===== config.mk =====
export PLATFORM = sky130hd
export DESIGN_NAME = modem_lines
export DESIGN_NICKNAME = d
export VERILOG_FILES = /design/src/design/modem_line_pkg.sv /design/src/design/interval_timer.sv /design/src/design/modem_lines.sv
export SDC_FILE = /design/constraint.sdc
export NUM_CORES = 1
export LEC_CHECK = 0
export ABC_AREA = 1
export BUFFER_PORTS_ARGS = -buffer_cell sky130_fd_sc_hd__buf_2
export CAP_MARGIN = 20
export CORE_MARGIN = 5
export CORE_UTILIZATION = 46
export CTS_CLUSTER_SIZE = 25
export DETAILED_ROUTE_END_ITERATION = 10
export MAX_ROUTING_LAYER = met4
export PLACE_DENSITY = 0.68
export SYNTH_ARGS = -nofsm -noshare
export SYNTH_HDL_FRONTEND = slang
export SYNTH_HIERARCHICAL = 1
export SYNTH_SLANG_ARGS = --single-unit

===== constraint.sdc =====
create_clock -name clock -period 2.4 [get_ports clock]
set_clock_uncertainty 0.05 [all_clocks]
set_input_delay 0.48 -clock clock [delete_from_list [all_inputs] [get_ports clock]]
set_output_delay 0.48 -clock clock [all_outputs]
set_load 0.02 [all_outputs]

===== src/design/modem_line_pkg.sv =====
// Shared constants and carrier types for the modem line logic.
package modem_line_pkg;
    localparam int          CLOCK_HZ             = 40_000_000;
    localparam int          CYCLES_PER_MS        = CLOCK_HZ / 1000;
    localparam int          BREAK_TIME_MS        = 100;
    localparam int          BREAK_CYCLES         = BREAK_TIME_MS * CYCLES_PER_MS;
    localparam logic [13:0] RECONNECT_DEFAULT_MS = 14'h07D0;
    localparam logic [13:0] RECONNECT_MIN_MS     = 14'h0064;
    localparam logic [13:0] RECONNECT_MAX_MS     = 14'h3A98;
    localparam logic [1:0]  DSR_IGNORED          = 2'h0;
    localparam logic [1:0]  DSR_DROP_ONLY        = 2'h2;
    localparam logic [2:0]  MODE_CONNECT_ONLY    = 3'h3;
    localparam logic [2:0]  MODE_CONNECT_DISC    = 3'h4;
    localparam int          IO_COUNT             = 7;
    localparam int          DTR_IO               = 0;
    localparam int          OSC_ACC_W            = 16;
    localparam longint      OSC_SLOW_HZ          = 8_000_000;
    localparam longint      OSC_FAST_HZ          = 16_000_000;
    localparam logic [15:0] OSC_STEP_SLOW        = 16'((OSC_SLOW_HZ << OSC_ACC_W) / CLOCK_HZ);
    localparam logic [15:0] OSC_STEP_FAST        = 16'((OSC_FAST_HZ << OSC_ACC_W) / CLOCK_HZ);
    localparam int          SYNC_W               = 12;
    localparam int          SY_RX                = 0;
    localparam int          SY_CTS               = 1;
    localparam int          SY_DSR               = 2;
    localparam int          SY_RI                = 3;
    localparam int          SY_DCD               = 4;
    localparam int          SY_IO                = 5;
    localparam logic [11:0] SYNC_RESET           = 12'hFFF;

    typedef enum logic [2:0] {
        SRC_NONE = 3'h0,
        SRC_DSR  = 3'h1,
        SRC_CTS  = 3'h2,
        SRC_RI   = 3'h3,
        SRC_DCD  = 3'h4,
        SRC_DTR  = 3'h5,
        SRC_RTS  = 3'h6,
        SRC_LINK = 3'h7
    } line_src_t;

    typedef enum logic [1:0] {
        AC_IDLE   = 2'h0,
        AC_DIAL   = 2'h1,
        AC_LINKED = 2'h3,
        AC_WAIT   = 2'h2
    } auto_state_t;

    typedef struct packed {
        logic rtr;
        logic rtc;
        logic dv;
        logic ic;
    } peer_status_t;

    typedef struct packed {
        logic        ri_is_output;
        logic        dcd_is_output;
        logic        pure_host_mode;
        logic        cable_replacement;
        logic        is_master;
        logic        dtr_on_line_three;
        logic [1:0]  dsr_handling_setting;
        logic [2:0]  connectable_discoverable_mode;
        logic [15:0] drop_timeout_ms;
        logic [13:0] reconnect_delay_setting;
        logic        osc_enable;
        logic        osc_fast;
        logic [2:0]  osc_line;
    } modem_cfg_t;

    typedef struct packed {
        line_src_t [3:0] to_peer;
        logic [2:0]      dtr_from;
        logic [2:0]      ri_from;
        logic [2:0]      dcd_from;
    } map_cfg_t;
endpackage : modem_line_pkg


===== src/design/interval_timer.sv =====
// Run-length timer that fires once when its run input has lasted the limit.
module interval_timer #(
    parameter int W = 16
) (
    input  wire logic         clock,
    input  wire logic         reset_n,
    input  wire logic         run,
    input  wire logic         step,
    input  wire logic [W-1:0] limit,
    output logic              fire,
    output logic              expired
);
    logic [W-1:0] count_ff;
    logic [W-1:0] nxt_count;
    logic         expired_ff;
    logic         fire_ff;
    wire          reached = count_ff >= limit;

    // Dropping run clears the count, so only an unbroken run can expire.
    assign nxt_count = !run ? '0 : (step && !reached) ? count_ff + 1'b1 : count_ff;

    always_ff @(posedge clock or negedge reset_n) begin
        if (!reset_n) begin
            count_ff   <= '0;
            expired_ff <= 1'b0;
            fire_ff    <= 1'b0;
        end else begin
            count_ff   <= nxt_count;
            expired_ff <= run && reached;
            fire_ff    <= run && reached && !expired_ff;
        end
    end

    assign fire    = fire_ff;
    assign expired = expired_ff;
endmodule : interval_timer


===== src/design/modem_lines.sv =====
// Modem control and status lines, shared I/O, break reset and auto connect.

module modem_lines #(
    parameter int BREAK_CYCLES  = modem_line_pkg::BREAK_CYCLES,
    parameter int CYCLES_PER_MS = modem_line_pkg::CYCLES_PER_MS
) (
    input  wire logic                         clock,
    input  wire logic                         reset_n,
    input  wire modem_line_pkg::modem_cfg_t   cfg,
    input  wire modem_line_pkg::map_cfg_t     line_map,
    input  wire logic                         rx_pin,
    output logic                              rx_to_uart,
    input  wire logic                         cts_pin_n,
    output logic                              rts_pin_n,
    input  wire logic                         rx_buffer_full,
    output logic                              tx_allowed,
    input  wire logic                         dsr_pin_n,
    input  wire logic                         ri_pin_in_n,
    output logic                              ri_pin_out_n,
    output logic                              ri_pin_oe_n,
    input  wire logic                         dcd_pin_in_n,
    output logic                              dcd_pin_out_n,
    output logic                              dcd_pin_oe_n,
    input  wire logic [6:0]                   io_pin_in,
    output logic [6:0]                        io_pin_out,
    output logic [6:0]                        io_pin_oe_n,
    input  wire logic [6:0]                   io_drive_value,
    input  wire logic [6:0]                   io_drive_enable,
    output logic [6:0]                        io_level,
    input  wire modem_line_pkg::peer_status_t peer_in,
    output modem_line_pkg::peer_status_t      peer_out,
    input  wire logic                         link_up,
    input  wire logic                         connect_failed,
    output logic                              connect_request,
    input  wire logic                         incoming_call,
    input  wire logic [47:0]                  incoming_addr,
    input  wire logic                         answer_call_command,
    input  wire logic                         hang_up_command,
    input  wire logic                         store_peer_address_command,
    input  wire logic [47:0]                  store_addr,
    output logic                              accept_incoming,
    output logic                              reject_incoming,
    input  wire logic                         call_request,
    output logic                              call_error,
    output logic                              call_started,
    output logic                              command_state,
    output logic                              drop_request,
    output logic                              hw_reset_request,
    output logic                              connectable,
    output logic                              discoverable
);
    logic [modem_line_pkg::SYNC_W-1:0] sync1_ff;
    logic [modem_line_pkg::SYNC_W-1:0] sync2_ff;
    logic [15:0]                       ms_count_ff;
    logic [15:0]                       osc_acc_ff;
    logic [47:0]                       peer_addr_ff;
    logic                              peer_valid_ff;
    logic                              ring_ff;
    logic                              rx_to_uart_ff;
    logic                              rts_pin_n_ff;
    logic                              ri_out_n_ff;
    logic                              ri_oe_n_ff;
    logic                              dcd_out_n_ff;
    logic                              dcd_oe_n_ff;
    logic [6:0]                        io_out_ff;
    logic [6:0]                        io_oe_n_ff;
    logic [3:0]                        peer_out_ff;
    logic                              accept_ff;
    logic                              reject_ff;
    logic                              call_error_ff;
    logic                              call_started_ff;
    logic                              command_state_ff;
    logic                              connectable_ff;
    logic                              discoverable_ff;
    modem_line_pkg::auto_state_t       state_ff;
    modem_line_pkg::auto_state_t       nxt_state;
    logic [6:0]                        nxt_io_out;
    logic [6:0]                        nxt_io_oe_n;
    logic [3:0]                        nxt_peer_out;
    logic [7:0]                        line_vec;
    logic                              break_seen;
    logic                              retry_fire;

    // Local line value, either the block's own function or one peer status bit.
    function automatic logic pick_line(input logic [2:0] from, input logic own,
                                       input logic [3:0] peer);
        if (from == 3'h0)
            return own;
        return peer[2'(from - 3'h1)];
    endfunction : pick_line

    always_ff @(posedge clock or negedge reset_n) begin
        if (!reset_n) begin
            sync1_ff <= modem_line_pkg::SYNC_RESET;
            sync2_ff <= modem_line_pkg::SYNC_RESET;
        end else begin
            sync1_ff <= {io_pin_in, dcd_pin_in_n, ri_pin_in_n, dsr_pin_n, cts_pin_n, rx_pin};
            sync2_ff <= sync1_ff;
        end
    end

    wire rx_s   = sync2_ff[modem_line_pkg::SY_RX];
    wire cts    = !sync2_ff[modem_line_pkg::SY_CTS];
    wire dsr    = !sync2_ff[modem_line_pkg::SY_DSR];
    wire ri_in  = !sync2_ff[modem_line_pkg::SY_RI];
    wire dcd_in = !sync2_ff[modem_line_pkg::SY_DCD];
    assign io_level = sync2_ff[modem_line_pkg::SY_IO +: 7];

    wire ms_tick = ms_count_ff == 16'(CYCLES_PER_MS - 1);

    wire dsr_aware = cfg.dsr_handling_setting != modem_line_pkg::DSR_IGNORED;
    wire drop_run  = link_up && dsr_aware && !dsr;

    // break length measured in clock cycles
    interval_timer #(.W(23)) break_timer (
        .clock   (clock),
        .reset_n (reset_n),
        .run     (!rx_s),
        .step    (1'b1),
        .limit   (23'(BREAK_CYCLES)),
        .fire    (hw_reset_request),
        .expired (break_seen)
    );

    interval_timer #(.W(16)) drop_timer (
        .clock   (clock),
        .reset_n (reset_n),
        .run     (drop_run),
        .step    (ms_tick),
        .limit   (cfg.drop_timeout_ms),
        .fire    (drop_request),
        .expired ()
    );

    // reconnect delay clamped to its range
    wire [13:0] delay_set = cfg.reconnect_delay_setting;
    wire [13:0] retry_ms  = (delay_set == 14'h0000) ? modem_line_pkg::RECONNECT_DEFAULT_MS :
                            (delay_set < modem_line_pkg::RECONNECT_MIN_MS) ?
                                modem_line_pkg::RECONNECT_MIN_MS :
                            (delay_set > modem_line_pkg::RECONNECT_MAX_MS) ?
                                modem_line_pkg::RECONNECT_MAX_MS : delay_set;

    interval_timer #(.W(14)) retry_timer (
        .clock   (clock),
        .reset_n (reset_n),
        .run     (state_ff == modem_line_pkg::AC_WAIT),
        .step    (ms_tick),
        .limit   (retry_ms),
        .fire    (retry_fire),
        .expired ()
    );

    wire addr_ok = !peer_valid_ff || (incoming_addr == peer_addr_ff);
    // ring holds until answered or hung up; a new accepted call wins
    wire nxt_ring = (incoming_call && addr_ok) ||
                    (ring_ff && !answer_call_command && !hang_up_command);

    wire dcd_own = link_up;
    // direction picks driven or sensed value
    wire ri_val  = cfg.ri_is_output ? pick_line(line_map.ri_from, ring_ff, peer_in) : ri_in;
    wire dcd_val = cfg.dcd_is_output ? pick_line(line_map.dcd_from, dcd_own, peer_in) : dcd_in;
    // pure host ties terminal-ready to the connection
    wire dtr_val = cfg.pure_host_mode ? link_up : pick_line(line_map.dtr_from, link_up, peer_in);
    wire dtr_claim = cfg.pure_host_mode || cfg.dtr_on_line_three;

    // local lines offered to the peer status bits
    assign line_vec = {link_up, !rx_buffer_full, dtr_val, dcd_val, ri_val, cts, dsr, 1'b0};

    genvar gi;
    generate
        for (gi = 0; gi < 4; gi++) begin : g_peer
            assign nxt_peer_out[gi] = line_vec[line_map.to_peer[gi]];
        end
        for (gi = 0; gi < modem_line_pkg::IO_COUNT; gi++) begin : g_io
            wire osc_claim = cfg.osc_enable && (cfg.osc_line == 3'(gi));
            wire own_dtr   = (gi == modem_line_pkg::DTR_IO) && dtr_claim;
            assign nxt_io_out[gi]  = own_dtr ? !dtr_val :
                                     osc_claim ? osc_acc_ff[15] : io_drive_value[gi];
            assign nxt_io_oe_n[gi] = !(own_dtr || osc_claim || io_drive_enable[gi]);
        end
    endgenerate

    wire auto_enable = cfg.cable_replacement && cfg.is_master;
    always_comb begin
        nxt_state = state_ff;
        case (state_ff)
            modem_line_pkg::AC_IDLE:
                if (auto_enable && dsr)
                    nxt_state = modem_line_pkg::AC_DIAL;
            modem_line_pkg::AC_DIAL:
                if (link_up)
                    nxt_state = modem_line_pkg::AC_LINKED;
                else if (connect_failed)
                    nxt_state = modem_line_pkg::AC_WAIT;
            modem_line_pkg::AC_LINKED:
                if (!link_up)
                    nxt_state = modem_line_pkg::AC_WAIT;
            modem_line_pkg::AC_WAIT:
                if (retry_fire)
                    nxt_state = modem_line_pkg::AC_DIAL;
            default:
                nxt_state = modem_line_pkg::AC_IDLE;
        endcase
        // no dialling without the host holding DSR
        if (!auto_enable || (!dsr && state_ff != modem_line_pkg::AC_LINKED))
            nxt_state = modem_line_pkg::AC_IDLE;
    end

    always_ff @(posedge clock or negedge reset_n) begin
        if (!reset_n) begin
            state_ff    <= modem_line_pkg::AC_IDLE;
            ms_count_ff <= 16'h0000;
            osc_acc_ff  <= 16'h0000;
        end else begin
            state_ff    <= nxt_state;
            ms_count_ff <= ms_tick ? 16'h0000 : ms_count_ff + 16'h0001;
            // phase accumulator gives the slow or fast output
            osc_acc_ff  <= osc_acc_ff + (cfg.osc_fast ? modem_line_pkg::OSC_STEP_FAST
                                                      : modem_line_pkg::OSC_STEP_SLOW);
        end
    end

    always_ff @(posedge clock or negedge reset_n) begin
        if (!reset_n) begin
            peer_addr_ff  <= 48'h000000000000;
            peer_valid_ff <= 1'b0;
            ring_ff       <= 1'b0;
            accept_ff     <= 1'b0;
            reject_ff     <= 1'b0;
        end else begin
            if (store_peer_address_command) begin
                peer_addr_ff  <= store_addr;
                peer_valid_ff <= 1'b1;
            end
            ring_ff   <= nxt_ring;
            accept_ff <= incoming_call && addr_ok;
            reject_ff <= incoming_call && !addr_ok;
        end
    end

    always_ff @(posedge clock or negedge reset_n) begin
        if (!reset_n) begin
            rx_to_uart_ff    <= 1'b1;
            rts_pin_n_ff     <= 1'b1;
            ri_out_n_ff      <= 1'b1;
            ri_oe_n_ff       <= 1'b1;
            dcd_out_n_ff     <= 1'b1;
            dcd_oe_n_ff      <= 1'b1;
            io_out_ff        <= 7'h7F;
            io_oe_n_ff       <= 7'h7F;
            peer_out_ff      <= 4'h0;
            call_error_ff    <= 1'b0;
            call_started_ff  <= 1'b0;
            command_state_ff <= 1'b1;
            connectable_ff   <= 1'b0;
            discoverable_ff  <= 1'b0;
        end else begin
            // a held break reads as idle, so nothing reaches the peer
            rx_to_uart_ff    <= rx_s || break_seen;
            // RTS withdrawn while the receive buffer is full
            rts_pin_n_ff     <= rx_buffer_full;
            ri_out_n_ff      <= !ri_val;
            ri_oe_n_ff       <= !cfg.ri_is_output;
            dcd_out_n_ff     <= !dcd_val;
            dcd_oe_n_ff      <= !cfg.dcd_is_output;
            io_out_ff        <= nxt_io_out;
            io_oe_n_ff       <= nxt_io_oe_n;
            peer_out_ff      <= nxt_peer_out;
            call_error_ff    <= call_request && !dsr;
            call_started_ff  <= call_request && dsr;
            // DSR loss in call leaves data state unless DSR handling is set to ignored
            command_state_ff <= !link_up || (dsr_aware && !dsr);
            // scan modes of the slave only
            connectable_ff   <= !cfg.is_master &&
                                (cfg.connectable_discoverable_mode == modem_line_pkg::MODE_CONNECT_ONLY ||
                                 cfg.connectable_discoverable_mode == modem_line_pkg::MODE_CONNECT_DISC);
            discoverable_ff  <= !cfg.is_master &&
                                cfg.connectable_discoverable_mode == modem_line_pkg::MODE_CONNECT_DISC;
        end
    end

    // CTS gates the transmitter directly; the host is trusted to honour RTS.
    assign tx_allowed      = cts;
    assign rx_to_uart      = rx_to_uart_ff;
    assign rts_pin_n       = rts_pin_n_ff;
    assign ri_pin_out_n    = ri_out_n_ff;
    assign ri_pin_oe_n     = ri_oe_n_ff;
    assign dcd_pin_out_n   = dcd_out_n_ff;
    assign dcd_pin_oe_n    = dcd_oe_n_ff;
    assign io_pin_out      = io_out_ff;
    assign io_pin_oe_n     = io_oe_n_ff;
    assign peer_out        = modem_line_pkg::peer_status_t'(peer_out_ff);
    assign accept_incoming = accept_ff;
    assign reject_incoming = reject_ff;
    assign call_error      = call_error_ff;
    assign call_started    = call_started_ff;
    assign command_state   = command_state_ff;
    assign connectable     = connectable_ff;
    assign discoverable    = discoverable_ff;
    assign connect_request = state_ff == modem_line_pkg::AC_DIAL;
endmodule : modem_lines


==> flow_metrics.env <==
export IMPL_status="finished, final reports clean"
export IMPL_drt_iter0_drc=564
export IMPL_power_switching_uw=2760
export IMPL_gp_congestion=0.866
export IMPL_cpPeakStageDelay_ns=0.27
export IMPL_yosys_warnings=6
export IMPL_synth_most_common_cell="nand2_1"
export IMPL_num_rows=60
export IMPL_reg2reg_depth=9
export IMPL_p_seq_share_pct=44.7
export IMPL_nets=2282
export IMPL_synth_flop_cell="dfrtp_1"
export IMPL_chipHeight_um=176
export IMPL_syn_inst=1722
export IMPL_p_comb_share_pct=21.2
export IMPL_cap_violations=0
export IMPL_drt_pass1_iter_count=6
export IMPL_ios=245
export IMPL_hold_viol=0
export IMPL_intPower_uw=5820
export IMPL_crit_top_cell="nand2_1"
export IMPL_crit_type="input pin to flop"
export IMPL_cp_max_fo=5
export IMPL_cp_arrival_ns=2.53
export IMPL_clk_path_buf_depth=2
export IMPL_crit_path_end_kind="flop"
export IMPL_yosysSeqAreaShare_pct=39.8
export IMPL_die_area_um2=30800
export IMPL_ys_types=53
export IMPL_yosysTopAreaCellShare_pct=30.4
export IMPL_hold_path_depth=1
export IMPL_p_sw_share_pct=32.2
export IMPL_wl_um=32200
export IMPL_holdWs_ns=0.0796
export IMPL_clkPwrFrac_pct=34.1
export IMPL_powerDensity_nw_per_um2=564
export IMPL_dp_cells=2329
export IMPL_crit_chain="buf_2, nor2_2, nand3_1, o21ai_1, nand3_1, nand2_2, nand2_1, a21oi_2, inv_1, ha_1, nand2_1, nor2_2, nand2_1, nand2_1, nand2_2, nand3_1, nand2_2, buf_4, nand3_1, nand2_1"
export IMPL_drc=0
export IMPL_core_area_um2=27000
export IMPL_ys_ff_latch=198
export IMPL_drive_above_1_share_pct=23.0
export IMPL_ant_nets=0
export IMPL_route_vias_total=11500
export IMPL_finalCritPeriodShare_pct=93.9
export IMPL_grtUsageTotal_pct=21.7
export IMPL_overflow=0
export IMPL_slew_violations=0
export IMPL_stdcell_count=2370
export IMPL_leakage_uw=0.00818
export IMPL_final_min_clock_period_ns=2.25
export IMPL_critPathSlowestCell="ha_1"
export IMPL_critPathLaunchType="input pin"
export IMPL_worstHoldPathType="input pin to flop"
export IMPL_clkTransAtPathRegs_ns=0.08
export IMPL_peakVddDrop_v=0.000496
export IMPL_fmax_mhz=444
export IMPL_grt_pass1_vias=11200
export IMPL_antenna_found_initial=5
export IMPL_routed_via_density=4.84
export IMPL_yosysTopAreaCell="dfrtp_1"
export IMPL_cts_tree="done"
export IMPL_start_util_pct=46.8
export IMPL_grt_pass1_wl_um=53500
export IMPL_synth_common_cells="nand2_1 (544), inv_1 (242), nor2_1 (175)"
export IMPL_setup_viol=0
export IMPL_synth_area_um2=12600
export IMPL_grt_max_degree=63
export IMPL_slew_limit_headroom_pct=29.9
export IMPL_worstSkewPairLatency_ns=0.44
export IMPL_wl_per_cell_um=13.6
export IMPL_die_w_um=176
export IMPL_port_buffers=244
export IMPL_synth_area_per_cell_um2=7.32
export IMPL_worst_pin_slew_ns=1.05
export IMPL_cts_buffers=17
export IMPL_hpwl_um=25300
export IMPL_async_reset_ff_share_pct=100
export IMPL_cp_required_ns=2.68
export IMPL_area_growth_pct=20.7
export IMPL_htree_num_levels=4
export IMPL_synth_edff_count=0
export IMPL_cts_root_buf="clkbuf_16"
export IMPL_synth_area_top_cells="dfrtp_1 (30%), nand2_1 (16%), dfstp_2 (9.4%), inv_1 (7.2%), ha_1 (6.9%)"
export IMPL_clock_sinks=198
==> kinds of logic after synthesis <==
logic type | count (synthesis) | share of synthesized area, %
simple gates | 962 | 33.3
fa+ha+maj | 69 | 6.85
compound gates | 127 | 5.65
flops | 198 | 39.8
other cells | 2 | 0.0596
xor+xnor | 71 | 4.93
buf+inv | 293 | 9.39
==> cell usage in the layout, fill, tap and decap left out, drive strengths merged, types with 4 or more instances in the layout <==
master,n
nor2,198
dfrtp,153
o21a,6
nor4,4
buf,287
inv,255
or2,9
nand2,557
clkbuf,18
xor2,26
a21oi,61
nor3,20
ha,69
diode,6
dfstp,45
nand4,17
nand3,151
xnor2,45
o21ai,42
clkinv,10
conb,25
o21bai,6
==> power groups by stage <==
stage               sequential (µW)  clock (µW)  combinational [µW]
global route                   3880        3130                2100
detailed placement             3900           0                1820
global placement               3890           0                1770
floorplan                      3910           0                1160
finish                         3840        2930                1820
CTS                            3840        2990                1830
==> worst max-delay path, delay by kind of cell <==
| kind | cells | cell delay, ns |
|---|---|---|
| AND/OR/NAND/NOR | 14 | 1.18 |
| buffers and inverters | 3 | 0.32 |
| AO/OA/AOI/OAI | 2 | 0.27 |
| adder cells (fa/ha/maj) | 1 | 0.27 |
==> registers in the layout, indices dropped and copies added, names as in the netlist, 2 cells and up <==
| register | count |
|---|---|
| peer_out | 4 |
| retry_timer/count_ff | 14 |
| break_timer/count_ff | 23 |
| io_pin_out | 7 |
| sync1_ff | 12 |
| ms_count_ff | 16 |
| sync2_ff | 12 |
| drop_timer/count_ff | 16 |
| state_ff | 2 |
| io_pin_oe_n | 7 |
| osc_acc_ff | 16 |
| peer_addr_ff | 48 |
==> timing repair <==
action / CTS / global route
setup buffers: 0 / 2
hold buffers: 1 / 0
setup endpoints to repair: 0 / 27
resized for setup: 0 / 31
endpoints found under the hold margin: 37 / 0
==> path summary, 6_finish.rpt <==
kind,to,from,slack (ns)
min,sync1_ff[3],ri_pin_in_n,0.08
min reg2reg,sync2_ff[4],sync1_ff[4],0.30
max in group asynchronous,sync1_ff[6],reset_n,1.13
min in group asynchronous,retry_timer/count_ff[13],reset_n,0.48
max reg2reg,retry_timer/count_ff[1],ms_count_ff[0],0.27
max,retry_timer/count_ff[1],cfg[5],0.15
==> per-layer routing <==
metal,share of wire (%),routed length [µm],track usage [%]
met3,4.2,1360,3.59
met4,2.6,831,7.08
met5,0,0,-
met1,44,14100,26.6
met2,49,15900,36.7
==> cell type report <==
cell class / instances / area [µm²]
antenna: 6 / 15.0
clock buffer: 17 / 425
clock inverter: 15 / 185
fill: 2530 / 11700
inverter: 250 / 941
multi-input combinational: 1254 / 6590
sequential: 198 / 5010
tap: 341 / 427
timing repair buffer: 289 / 1620
==> per-stage QoR <==
step           setup slack (ns)  setup TNS, ns  total power, µW  utilization [%]  area (µm²)
2_1_floorplan            0.0175              0             5070                -       12700
4_1_cts                  0.0197              0             8670             56.0       15100
3_5_place_dp             -0.434          -5.99             5720             53.7       14500
5_1_grt                 -0.0292         -0.135             9110             56.4       15200
6_report                  0.147              0             8580             56.4       15200
3_3_place_gp             -0.372          -5.24             5660             53.7       14500
No activity file was read; power rests on OpenSTA's default activity.
